<file path="config.mk">
export PLATFORM = sky130hd
export DESIGN_NAME = rgbdg_regs
export DESIGN_NICKNAME = d
export VERILOG_FILES = /design/src/logic/rgbdg_pkg.sv /design/src/logic/rgbdg_sink_steps.sv /design/src/logic/rgbdg_regs.sv
export SDC_FILE = /design/constraint.sdc
export NUM_CORES = 1
export LEC_CHECK = 0
export BUFFER_PORTS_ARGS = -buffer_cell sky130_fd_sc_hd__buf_4
export CELL_PAD_IN_SITES_DETAIL_PLACEMENT = 1
export CELL_PAD_IN_SITES_GLOBAL_PLACEMENT = 1
export CORE_AREA = 5 5 74 143
export CTS_BUF_LIST = sky130_fd_sc_hd__clkbuf_8 sky130_fd_sc_hd__clkbuf_16
export CTS_CLUSTER_SIZE = 10
export DETAILED_ROUTE_END_ITERATION = 12
export DIE_AREA = 0 0 79 148
export HOLD_SLACK_MARGIN = 0.06
export PLACE_DENSITY_LB_ADDON = 0.25
export SLEW_MARGIN = 10
export SYNTH_ARGS = -nofsm -noshare
export SYNTH_HDL_FRONTEND = slang
export SYNTH_SLANG_ARGS = --single-unit
export TNS_END_PERCENT = 100
</file>
<file path="constraint.sdc">
create_clock -name clock_i -period 4.45 [get_ports clock_i]
set_input_delay 0.445 -clock clock_i [delete_from_list [all_inputs] [get_ports clock_i]]
set_output_delay 0.445 -clock clock_i [all_outputs]
set_load 0.005 [all_outputs]
</file>
<file path="src/logic/rgbdg_pkg.sv">
// constants shared by the dimming and output-mode register bank
// What this block does
// - Each green code step raises the sink current by 0.1mA, 256 steps.
// - A blue code of zero, like green, means the 0.1mA minimum, not off.
// - A code of all ones in either colour register means 25.6mA.
// - Both colour registers load 00000001 (0.2mA) at power-on.
// - Mode bit zero runs all three outputs as regulators, one as GPO.
// - In GPO mode bit 4 set drives pin 1 low, bit 3 set drives pin 2 low.
// - In GPO mode bit 2 set drives pin 3 low with its switch on.
// - In GPO mode a level bit of zero drives its pin high, switch off.
package rgbdg_pkg;
  localparam logic [7:0] GREEN_OFS      = 8'h22;
  localparam logic [7:0] BLUE_OFS       = 8'h23;
  localparam logic [7:0] CTRL_OFS       = 8'h24;
  localparam logic [7:0] CODE_RST       = 8'h01;
  localparam logic [7:0] CTRL_RST       = 8'h00;
  localparam logic [7:0] CTRL_WMASK     = 8'h9c;
  localparam int         MODE_BIT       = 7;
  localparam int         PIN1_LVL_BIT   = 4;
  localparam int         PIN2_LVL_BIT   = 3;
  localparam int         PIN3_LVL_BIT   = 2;
  localparam int         CODE_W         = 8;
  localparam int         STEPS_W        = 9;
  localparam logic [8:0] STEP_OFS       = 9'h001;
  localparam logic [6:0] DEV_ADDR_DFLT  = 7'h4c;
  localparam logic [3:0] BITS_PER_BYTE  = 4'h8;
  typedef enum logic [8:0] {
    RGBDG_IDLE  = 9'h001,
    RGBDG_ADDR  = 9'h002,
    RGBDG_AACK  = 9'h004,
    RGBDG_PTR   = 9'h008,
    RGBDG_PACK  = 9'h010,
    RGBDG_WDAT  = 9'h020,
    RGBDG_WACK  = 9'h040,
    RGBDG_RDAT  = 9'h080,
    RGBDG_RACK  = 9'h100
  } rgbdg_state_e;
endpackage

</file>
<file path="src/logic/rgbdg_sink_steps.sv">
// code to sink current step count, in units of 0.1mA
`timescale 1ns/10ps
module rgbdg_sink_steps #(
  parameter int CODE_W  = rgbdg_pkg::CODE_W,
  parameter int STEPS_W = rgbdg_pkg::STEPS_W
) (
  input  wire logic               clock_i,
  input  wire logic               rst_n_i,
  input  wire logic [CODE_W-1:0]  code_i,
  output logic      [STEPS_W-1:0] steps_o
);
  logic [STEPS_W-1:0] steps_nxt;

  always_comb
  begin
    // zero is the minimum step, never off; all ones gives 256 steps
    steps_nxt = {1'b0, code_i} + rgbdg_pkg::STEP_OFS;
  end

  always_ff @(posedge clock_i or negedge rst_n_i)
  begin
    if (!rst_n_i)
      steps_o <= rgbdg_pkg::STEP_OFS + 9'h001;
    else
      steps_o <= steps_nxt;
  end
endmodule // rgbdg_sink_steps

</file>
<file path="src/logic/rgbdg_regs.sv">
// i2c target with green, blue current codes and output mode control
`timescale 1ns/10ps
module rgbdg_regs #(
  parameter logic [6:0] DEV_ADDR = rgbdg_pkg::DEV_ADDR_DFLT
) (
  input  wire logic       clock_i,
  input  wire logic       rst_n_i,
  input  wire logic       scl_i,
  input  wire logic       sda_i,
  output logic            sda_o,
  output logic            sda_oe_n_o,
  output logic [7:0]      green_code_o,
  output logic [7:0]      blue_code_o,
  output logic [8:0]      green_steps_o,
  output logic [8:0]      blue_steps_o,
  output logic            gpo_mode_o,
  output logic [2:0]      pin_low_o,
  output logic [2:0]      pin_high_o
);
  logic [2:0]             scl_sync_r;
  logic [2:0]             sda_sync_r;
  logic                   scl_s;
  logic                   sda_s;
  logic                   start_det;
  logic                   stop_det;
  logic                   scl_rise;
  logic                   scl_fall;
  rgbdg_pkg::rgbdg_state_e state_r, state_nxt;
  logic [7:0]             shift_r, shift_nxt;
  logic [3:0]             cnt_r, cnt_nxt;
  logic [7:0]             ptr_r, ptr_nxt;
  logic                   drive_r, drive_nxt;
  logic                   nack_r, nack_nxt;
  logic [7:0]             green_r, green_nxt;
  logic [7:0]             blue_r, blue_nxt;
  logic [7:0]             ctrl_r, ctrl_nxt;
  logic                   wr_en;
  logic [2:0]             lvl;
  logic [2:0]             pin_low_nxt;
  logic [2:0]             pin_high_nxt;
  logic [7:0]             steps_code [2];
  logic [8:0]             steps_out [2];

  // register read decode, shared by the first and following read bytes
  function automatic logic [7:0] rd_value(input logic [7:0] ofs,
                                          input logic [7:0] g,
                                          input logic [7:0] b,
                                          input logic [7:0] c);
    case (ofs)
      rgbdg_pkg::GREEN_OFS: return g;
      rgbdg_pkg::BLUE_OFS:  return b;
      rgbdg_pkg::CTRL_OFS:  return c & rgbdg_pkg::CTRL_WMASK;
      default:              return 8'h00;
    endcase
  endfunction

  // pin synchronisers; first stage feeds only the second
  always_ff @(posedge clock_i or negedge rst_n_i)
  begin
    if (!rst_n_i)
    begin
      scl_sync_r <= 3'h7;
      sda_sync_r <= 3'h7;
    end
    else
    begin
      scl_sync_r <= {scl_sync_r[1:0], scl_i};
      sda_sync_r <= {sda_sync_r[1:0], sda_i};
    end
  end

  always_comb
  begin
    scl_s     = scl_sync_r[1];
    sda_s     = sda_sync_r[1];
    start_det = scl_s & scl_sync_r[2] & sda_sync_r[2] & ~sda_s;
    stop_det  = scl_s & scl_sync_r[2] & ~sda_sync_r[2] & sda_s;
    scl_rise  = scl_s & ~scl_sync_r[2];
    scl_fall  = ~scl_s & scl_sync_r[2];
  end

  // bus protocol engine
  always_comb
  begin
    state_nxt = state_r;
    shift_nxt = shift_r;
    cnt_nxt   = cnt_r;
    ptr_nxt   = ptr_r;
    drive_nxt = drive_r;
    nack_nxt  = nack_r;
    wr_en     = 1'b0;
    if (start_det)
    begin
      state_nxt = rgbdg_pkg::RGBDG_ADDR;
      cnt_nxt   = 4'h0;
      drive_nxt = 1'b0;
    end
    else if (stop_det)
    begin
      state_nxt = rgbdg_pkg::RGBDG_IDLE;
      drive_nxt = 1'b0;
    end
    else
    begin
      case (state_r)
        rgbdg_pkg::RGBDG_IDLE: ;
        rgbdg_pkg::RGBDG_ADDR, rgbdg_pkg::RGBDG_PTR, rgbdg_pkg::RGBDG_WDAT:
        begin
          if (scl_rise && cnt_r != rgbdg_pkg::BITS_PER_BYTE)
          begin
            shift_nxt = {shift_r[6:0], sda_s};
            cnt_nxt   = cnt_r + 4'h1;
          end
          else if (scl_fall && cnt_r == rgbdg_pkg::BITS_PER_BYTE)
          begin
            cnt_nxt   = 4'h0;
            drive_nxt = 1'b1;
            if (state_r == rgbdg_pkg::RGBDG_ADDR)
            begin
              // a foreign address leaves the bus alone until next start
              if (shift_r[7:1] == DEV_ADDR)
                state_nxt = rgbdg_pkg::RGBDG_AACK;
              else
              begin
                state_nxt = rgbdg_pkg::RGBDG_IDLE;
                drive_nxt = 1'b0;
              end
            end
            else if (state_r == rgbdg_pkg::RGBDG_PTR)
            begin
              ptr_nxt   = shift_r;
              state_nxt = rgbdg_pkg::RGBDG_PACK;
            end
            else
            begin
              wr_en     = 1'b1;
              ptr_nxt   = ptr_r + 8'h01;
              state_nxt = rgbdg_pkg::RGBDG_WACK;
            end
          end
        end
        rgbdg_pkg::RGBDG_AACK:
        begin
          if (scl_fall)
          begin
            if (shift_r[0])
            begin
              shift_nxt = rd_value(ptr_r, green_r, blue_r, ctrl_r);
              drive_nxt = ~shift_nxt[7];
              state_nxt = rgbdg_pkg::RGBDG_RDAT;
            end
            else
            begin
              drive_nxt = 1'b0;
              state_nxt = rgbdg_pkg::RGBDG_PTR;
            end
          end
        end
        rgbdg_pkg::RGBDG_PACK, rgbdg_pkg::RGBDG_WACK:
        begin
          if (scl_fall)
          begin
            drive_nxt = 1'b0;
            state_nxt = rgbdg_pkg::RGBDG_WDAT;
          end
        end
        rgbdg_pkg::RGBDG_RDAT:
        begin
          if (scl_fall)
          begin
            cnt_nxt = cnt_r + 4'h1;
            if (cnt_nxt == rgbdg_pkg::BITS_PER_BYTE)
            begin
              cnt_nxt   = 4'h0;
              drive_nxt = 1'b0;
              ptr_nxt   = ptr_r + 8'h01;
              state_nxt = rgbdg_pkg::RGBDG_RACK;
            end
            else
            begin
              shift_nxt = {shift_r[6:0], 1'b0};
              drive_nxt = ~shift_nxt[7];
            end
          end
        end
        rgbdg_pkg::RGBDG_RACK:
        begin
          if (scl_rise)
            nack_nxt = sda_s;
          else if (scl_fall)
          begin
            if (nack_r)
              state_nxt = rgbdg_pkg::RGBDG_IDLE;
            else
            begin
              shift_nxt = rd_value(ptr_r, green_r, blue_r, ctrl_r);
              drive_nxt = ~shift_nxt[7];
              state_nxt = rgbdg_pkg::RGBDG_RDAT;
            end
          end
        end
        default:
        begin
          state_nxt = rgbdg_pkg::RGBDG_IDLE;
          drive_nxt = 1'b0;
        end
      endcase
    end
  end

  // register file and pin levels
  always_comb
  begin
    green_nxt = green_r;
    blue_nxt  = blue_r;
    ctrl_nxt  = ctrl_r;
    if (wr_en)
    begin
      case (ptr_r)
        rgbdg_pkg::GREEN_OFS: green_nxt = shift_r;
        rgbdg_pkg::BLUE_OFS:  blue_nxt  = shift_r;
        rgbdg_pkg::CTRL_OFS:  ctrl_nxt  = shift_r & rgbdg_pkg::CTRL_WMASK;
        default: ;
      endcase
    end
    lvl = {ctrl_r[rgbdg_pkg::PIN3_LVL_BIT], ctrl_r[rgbdg_pkg::PIN2_LVL_BIT],
           ctrl_r[rgbdg_pkg::PIN1_LVL_BIT]};
    // regulator mode drives neither level; the regulator owns the pin
    if (ctrl_r[rgbdg_pkg::MODE_BIT])
    begin
      pin_low_nxt  = lvl;
      pin_high_nxt = ~lvl;
    end
    else
    begin
      pin_low_nxt  = 3'h0;
      pin_high_nxt = 3'h0;
    end
  end

  always_ff @(posedge clock_i or negedge rst_n_i)
  begin
    if (!rst_n_i)
    begin
      state_r    <= rgbdg_pkg::RGBDG_IDLE;
      shift_r    <= 8'h00;
      cnt_r      <= 4'h0;
      ptr_r      <= 8'h00;
      drive_r    <= 1'b0;
      nack_r     <= 1'b0;
      green_r    <= rgbdg_pkg::CODE_RST;
      blue_r     <= rgbdg_pkg::CODE_RST;
      ctrl_r     <= rgbdg_pkg::CTRL_RST;
      pin_low_o  <= 3'h0;
      pin_high_o <= 3'h0;
      gpo_mode_o <= 1'b0;
      sda_oe_n_o <= 1'b1;
      sda_o      <= 1'b0;
    end
    else
    begin
      state_r    <= state_nxt;
      shift_r    <= shift_nxt;
      cnt_r      <= cnt_nxt;
      ptr_r      <= ptr_nxt;
      drive_r    <= drive_nxt;
      nack_r     <= nack_nxt;
      green_r    <= green_nxt;
      blue_r     <= blue_nxt;
      ctrl_r     <= ctrl_nxt;
      pin_low_o  <= pin_low_nxt;
      pin_high_o <= pin_high_nxt;
      gpo_mode_o <= ctrl_r[rgbdg_pkg::MODE_BIT];
      sda_oe_n_o <= ~drive_nxt;
      sda_o      <= 1'b0;
    end
  end

  assign green_code_o  = green_r;
  assign blue_code_o   = blue_r;
  assign steps_code[0] = green_r;
  assign steps_code[1] = blue_r;
  assign green_steps_o = steps_out[0];
  assign blue_steps_o  = steps_out[1];

  for (genvar ch = 0; ch < 2; ch++)
  begin : g_sink
    rgbdg_sink_steps u_steps (
      .clock_i (clock_i),
      .rst_n_i (rst_n_i),
      .code_i  (steps_code[ch]),
      .steps_o (steps_out[ch])
    );
  end
endmodule // rgbdg_regs

</file>
# --- Word-level counts from Yosys, hierarchy flattened ---
# Index checks and enable logic that the tools add are counted.
totals:
  register_bits: 83
  out_inout_bits: 43
op_classes:
  n_addsub: 4
  n_eq_ne: 40
  mux: 75
  bitwise: 18
  reduce_logical: 16
op_table:
  columns: ["op", "n"]
  rows:
  - ["2-to-1 mux 8 bit", 27]
  - ["2-to-1 mux 9 bit", 11]
  - ["one-hot mux 9 bit (6 select lines)", 1]
  - ["!= test 4 bit (second input constant)", 10]
  - ["one-hot mux 8 bit (4 select lines)", 1]
  - ["!= test 2 bit (second input constant)", 13]
  - ["equality test 8 x 6 -> 1 bit (second input constant)", 3]
  - ["2-to-1 mux 4 bit", 6]
  - ["one-hot mux 8 bit (3 select lines)", 1]
  - ["2-to-1 mux 1 bit", 21]
  - ["adder 8 x 1 -> 9 bit (second input constant)", 2]
  - ["one-hot mux 8 bit (2 select lines)", 1]
  - ["AND reduction 11 bit", 1]
  - ["NOT 1 bit", 10]
  - ["AND reduction 10 bit", 1]
  - ["equality test 9 x 1 -> 1 bit (second input constant)", 1]
  - ["equality test 9 x 2 -> 1 bit (second input constant)", 1]
  - ["equality test 9 x 3 -> 1 bit (second input constant)", 1]
  - ["equality test 9 x 4 -> 1 bit (second input constant)", 1]
  - ["equality test 9 x 5 -> 1 bit (second input constant)", 1]
  - ["equality test 9 x 6 -> 1 bit (second input constant)", 1]
  - ["equality test 9 x 7 -> 1 bit (second input constant)", 1]
  - ["equality test 9 x 8 -> 1 bit (second input constant)", 1]
  - ["equality test 9 bit (second input constant)", 1]
  - ["21 further kinds", 35]

# --- Longest topological paths before layout ---
logic_depth:
  ltp_word: 16
  ltp_mapped: 9
  depth_no_buf: 8

# --- Hierarchy ---
# Synthesis repeated with hierarchy kept, for this count alone.
unflattened:
  cells_unflattened: 410
  hier_area_um2: 4355.4
modules_own_cells:
  columns: ["module", "instances", "cells_each", "area_per_inst_um2", "seq_area_each_um2"]
  rows:
  - ["rgbdg_regs", 1, 354, 3649.8, 1639.1]
  - ["rgbdg_sink_steps", 2, 28, 352.8, 226.5]

# --- Worst setup path before layout ---
# Ideal clock, no wire load.
synth_timing:
  path_type: "flip-flop to flip-flop"
  startpoint: "reg state_r[4]"
  endpoint: "reg state_r[2]"
  setup_time_ns: 0.125
  arrival_ns: 1.956
  required_ns: 4.325
  slack_ns: 2.369
  path_stages_with_launch: 9
  path_buffers: 2
  period_less_slack_ns: 2.081
  path_cell_list: "dfrtp_1 > buf_6 > nor4b_4 > nand3_4 > a211oi_4 > nor2_2 > a31o_1 > buf_6 > mux2_4"
synth_between:
  elab_chain_cells: 7
  word_cells_on_any_way: 27
  classes_between: "eq/ne: 18; mux: 6; reduce/logical: 3"
synth_lines:
  columns: ["element", "line_no", "source"]
  rows:
  - ["start, declared", "rgbdg_regs.sv:28", "rgbdg_pkg::rgbdg_state_e state_r, state_nxt;"]
  - ["start signal, assigned", "rgbdg_regs.sv:245", "state_r <= rgbdg_pkg::RGBDG_IDLE;"]
  - ["start signal, assigned", "rgbdg_regs.sv:262", "state_r <= state_nxt;"]
  - ["equality test 9 x 2 -> 1 bit", "rgbdg_regs.sv:105, rgbdg_regs.sv:118", null]
  - ["2-to-1 mux 9 bit", "rgbdg_regs.sv:118", "if (state_r == rgbdg_pkg::RGBDG_ADDR)"]
  - ["2-to-1 mux 9 bit", "rgbdg_regs.sv:114", "else if (scl_fall && cnt_r == rgbdg_pkg::BITS_PER_BYTE)"]
  - ["2-to-1 mux 9 bit", "rgbdg_regs.sv:109", "if (scl_rise && cnt_r != rgbdg_pkg::BITS_PER_BYTE)"]
  - ["one-hot mux 9 bit (6 select lines)", "rgbdg_regs.sv:105", "case (state_r)"]
  - ["2-to-1 mux 9 bit", "rgbdg_regs.sv:98", "else if (stop_det)"]
  - ["2-to-1 mux 9 bit", "rgbdg_regs.sv:92", "if (start_det)"]
# Several ways; a longest one is shown, not always the timed one. The select of a mux whose other input is x is not followed.
# A chain may end at the register's enable or synchronous reset.

# --- Worst setup path in the final report ---
layout_timing:
  startpoint: "reg state_r[3]"
  endpoint: "reg shift_r[5]"
layout_between:
  elab_chain_cells: 4
  word_cells_on_any_way: 18
  classes_between: "eq/ne: 14; mux: 1; reduce/logical: 3"
layout_lines:
  columns: ["element", "line_no", "source"]
  rows:
  - ["equality test 9 x 2 -> 1 bit, or another cell as far along", "rgbdg_regs.sv:105", null]
  - ["OR reduction 3 bit", "rgbdg_regs.sv:105", null]
  - ["nonzero test 4 bit (no line) / != test 2 bit (equally long branches)", null, null]
  - ["AND reduction 11 bit (no line)", null, null]
  - ["end signal, assigned", "rgbdg_regs.sv:263", "shift_r <= shift_nxt;"]
  - ["end, declared", "rgbdg_regs.sv:29", "logic [7:0] shift_r, shift_nxt;"]
# Several ways; a longest one is shown, not always the timed one.

==> flow_metrics.env <==
export IMPL_dr_first_iter_drc_count=194
export IMPL_peakVddDrop_v=0.000226
export IMPL_vias=3525
export IMPL_cts_setup_buffers=0
export IMPL_worstSkewPairLatency_ns=0.34
export IMPL_wl_met2_mm=7.38
export IMPL_power_frac_seq_pct=45.0
export IMPL_drt_wl_total_mm=12.8
export IMPL_dieArea_um2=11700
export IMPL_p_clk_share_pct=46.9
export IMPL_power_density_nw_per_um2=345
export IMPL_async_reset_ff_share_pct=100
export IMPL_synthCells=418
export IMPL_path_common_cell="o2111ai_1"
export IMPL_hold_viol=0
export IMPL_synth_area_um2=4530
export IMPL_seq_area_um2=2090
export IMPL_skew_ns=0.00561
export IMPL_cts_resized=0
export IMPL_crit_fanout=12
export IMPL_p_sw_share_pct=24.1
export IMPL_period_share_pct=58.9
export IMPL_gp_congestion=0.904
export IMPL_nNetsFinal=466
export IMPL_ys_ff_latch=83
export IMPL_antenna_found_initial=0
export IMPL_post_route_min_period_ns=2.62
export IMPL_synthFlopType="dfrtp_1"
export IMPL_vias_per_cell=6.26
export IMPL_p_int_mw=1.37
export IMPL_clockRootBuffer="clkbuf_16"
export IMPL_diodes=0
export IMPL_num_rows=50
export IMPL_yosys_area_top_type_share_pct=39.2
export IMPL_final_max_slew_viol_count=0
export IMPL_multi_input_comb_area_um2=2250
export IMPL_ant_nets=0
export IMPL_cts_max_level=3
export IMPL_core_area_um2=9320
export IMPL_wl_met1_mm=4.46
export IMPL_synth_cell_types=75
export IMPL_worstSetupPathType="flip-flop to flip-flop"
export IMPL_syn_num_nets=430
export IMPL_io_pins=47
export IMPL_arrival_ns=2.85
export IMPL_wl_per_cell_um=22.7
export IMPL_worst_setup_path_start_kind="flip-flop"
export IMPL_p_leak_nw=2.42
export IMPL_dp_hpwl_mm=9.35
export IMPL_die_w_um=79
export IMPL_track_usage_pct=22.9
export IMPL_grt_overflow=0
export IMPL_cts_inserted_buffers=9
export IMPL_yosysWarnings=0
export IMPL_grt_first_pass_wirelength_mm=20.6
export IMPL_hp_class="input pin to flip-flop"
export IMPL_cts_hold_buf=0
export IMPL_grt_setup_unrepaired="no"
export IMPL_slew_limit_headroom_pct=30.6
export IMPL_p_comb_share_pct=8.1
export IMPL_timing_fmax_mhz=382
export IMPL_slowest_stage="dfrtp_1"
export IMPL_drive_gt1_share_pct=28.1
export IMPL_status="finished, final reports clean"
export IMPL_total_power_mw=1.80
export IMPL_endpoint_kind="flip-flop"
export IMPL_start_util_pct=48.6
export IMPL_slowest_delay_ns=0.54
export IMPL_die_height_um=148
export IMPL_clk_pin_slew_ns=0.06
export IMPL_dr_wl_met3_um=327
export IMPL_p_switching_mw=0.433
export IMPL_grt_max_degree=84
export IMPL_setup_violations_final=0
export IMPL_drcViolationCount=0
export IMPL_ys_top_cells_by_count="71 x dfrtp_1, 26 x nand2_1, 25 x o21ai_0, 24 x nand3_1, 22 x a21oi_1"
export IMPL_clock_sinks=83
export IMPL_fillers=1003
export IMPL_synth_edff_count=0
export IMPL_final_setup_tns_ns=0
export IMPL_synth_area_leaders="dfrtp_1 39%, dfstp_2 7.0%, mux2_2 4.7%, mux2_4 4.0%, o21ai_0 2.8%"
export IMPL_place_port_buffers=45
export IMPL_tightestPinTransition_ns=1.04
export IMPL_cts_max_path_buffers=2
export IMPL_cap_violations=0
export IMPL_r2r_slack_ns=1.83
export IMPL_cp_required_ns=4.67
export IMPL_yosysSeqAreaShare_pct=46.2
export IMPL_first_global_vias=3852
export IMPL_top_layer="met4"
export IMPL_drt_pre_antenna_iters=4
export IMPL_synth_most_common_cell="dfrtp_1"
export IMPL_area_growth_syn_to_layout_pct=14.9
export IMPL_tritoncts="built"
export IMPL_synth_top_area_cell="dfrtp_1"
export IMPL_timing_critical_path_cells="nor3_4 -> o2111ai_1 -> o22ai_1 -> o2111ai_1 -> o21bai_4 -> mux2_1"
export IMPL_synth_area_per_cell_um2=10.8
==> worst max-delay path, delay by kind of cell, from the launching register on <==
family | cells | cell delay (ns)
flops | 1 | 0.54
compound gates | 4 | 1.17
mux | 1 | 0.33
simple gates | 1 | 0.44
==> cells in the final DEF, fill, tap and decap left out, types with 3 or more instances in the layout <==
| master | n |
|---|---|
| and3_1 | 10 |
| clkbuf_8 | 3 |
| nand2b_1 | 5 |
| clkbuf_16 | 9 |
| nor3_1 | 4 |
| nor4_2 | 6 |
| xnor2_1 | 10 |
| dfrtp_1 | 71 |
| a22o_1 | 3 |
| a21oi_1 | 22 |
| or2_2 | 3 |
| nand3_1 | 24 |
| mux2i_1 | 6 |
| inv_1 | 13 |
| nor4b_1 | 3 |
| a22oi_1 | 9 |
| o21ai_0 | 25 |
| nand4_1 | 4 |
| o22ai_1 | 3 |
| mux2_4 | 12 |
| xor2_1 | 9 |
| ha_1 | 8 |
| nor2b_1 | 8 |
| or3b_2 | 3 |
| buf_4 | 47 |
| nand2_1 | 26 |
| mux2_2 | 19 |
| o2111ai_1 | 4 |
| dfstp_2 | 12 |
| nor2_1 | 18 |
| and2_1 | 4 |
==> area by class of cell <==
cell class / count / area share (%)
clock inverter: 4 / 1.39
timing repair buffer: 47 / 6.78
tap: 104 / 2.50
sequential: 83 / 40.2
inverter: 12 / 0.865
multi-input combinational: 301 / 43.2
clock buffer: 12 / 5.12
==> power groups by stage <==
stage | Combinational [mW] | Clock [mW] | Sequential (mW)
2_1_floorplan | 0.140 | 0 | 0.797
3_3_place_gp | 0.141 | 0 | 0.821
3_5_place_dp | 0.147 | 0 | 0.823
4_1_cts | 0.148 | 0.858 | 0.809
5_1_grt | 0.163 | 0.893 | 0.811
6_report | 0.146 | 0.843 | 0.809
==> metrics by stage <==
stage,util (%),hold slack (ns),std cells,worst slack (ns),cell area (µm²)
floorplan,-,0.149,418,2.37,4530
global placement,52.2,0.345,547,1.95,4870
detailed placement,52.2,0.348,547,1.90,4870
CTS,55.9,0.200,563,1.87,5210
global route,55.9,0.205,563,1.66,5210
finish,55.9,0.208,563,1.83,5210
==> flip-flops by register name, indices dropped and copies added (netlist names), 4 cells and up <==
register                count
blue_code_o                 8
cnt_r                       4
ctrl_r                      4
g_sink.u_steps.steps_o     18
green_code_o                8
ptr_r                       8
shift_r                     8
state_r                     9
==> path summary, 6_finish.rpt <==
kind                                         start                                      to  cells past startpoint
hold reg to reg            sda_sync_r[0]$_DFF_PN1_                 sda_sync_r[1]$_DFF_PN1_                      0
setup reg to reg            state_r[3]$_DFFE_PN0P_                  shift_r[5]$_DFFE_PN0P_                      6
min in group asynchronous                  rst_n_i  g_sink[0].u_steps.steps_o[6]$_DFF_PN0_                      1
setup / recovery            state_r[3]$_DFFE_PN0P_                  shift_r[5]$_DFFE_PN0P_                      6
hold / removal                               scl_i                 scl_sync_r[0]$_DFF_PN1_                      1
max in group asynchronous                  rst_n_i                  state_r[8]$_DFFE_PN0P_                      1
==> logic make-up after synthesis <==
kind of cell / synth area share, %
XOR/XNOR: 3.67
flip-flops: 46.2
adder cells (fa/ha/maj): 2.21
other: 0.0827
AND/OR/NAND/NOR: 19.1
multiplexers: 10.3
buffers and inverters: 4.22
AO/OA/AOI/OAI: 14.3
==> layer usage <==
metal / GRT usage [%] / up-vias
met5: 0 / -
met4: 13.5 / 0
met3: 3.35 / 40
met2: 43.5 / 80
met1: 22.8 / 1803
li1: - / 1602
Note: power is estimated with default switching activity, not from simulation.
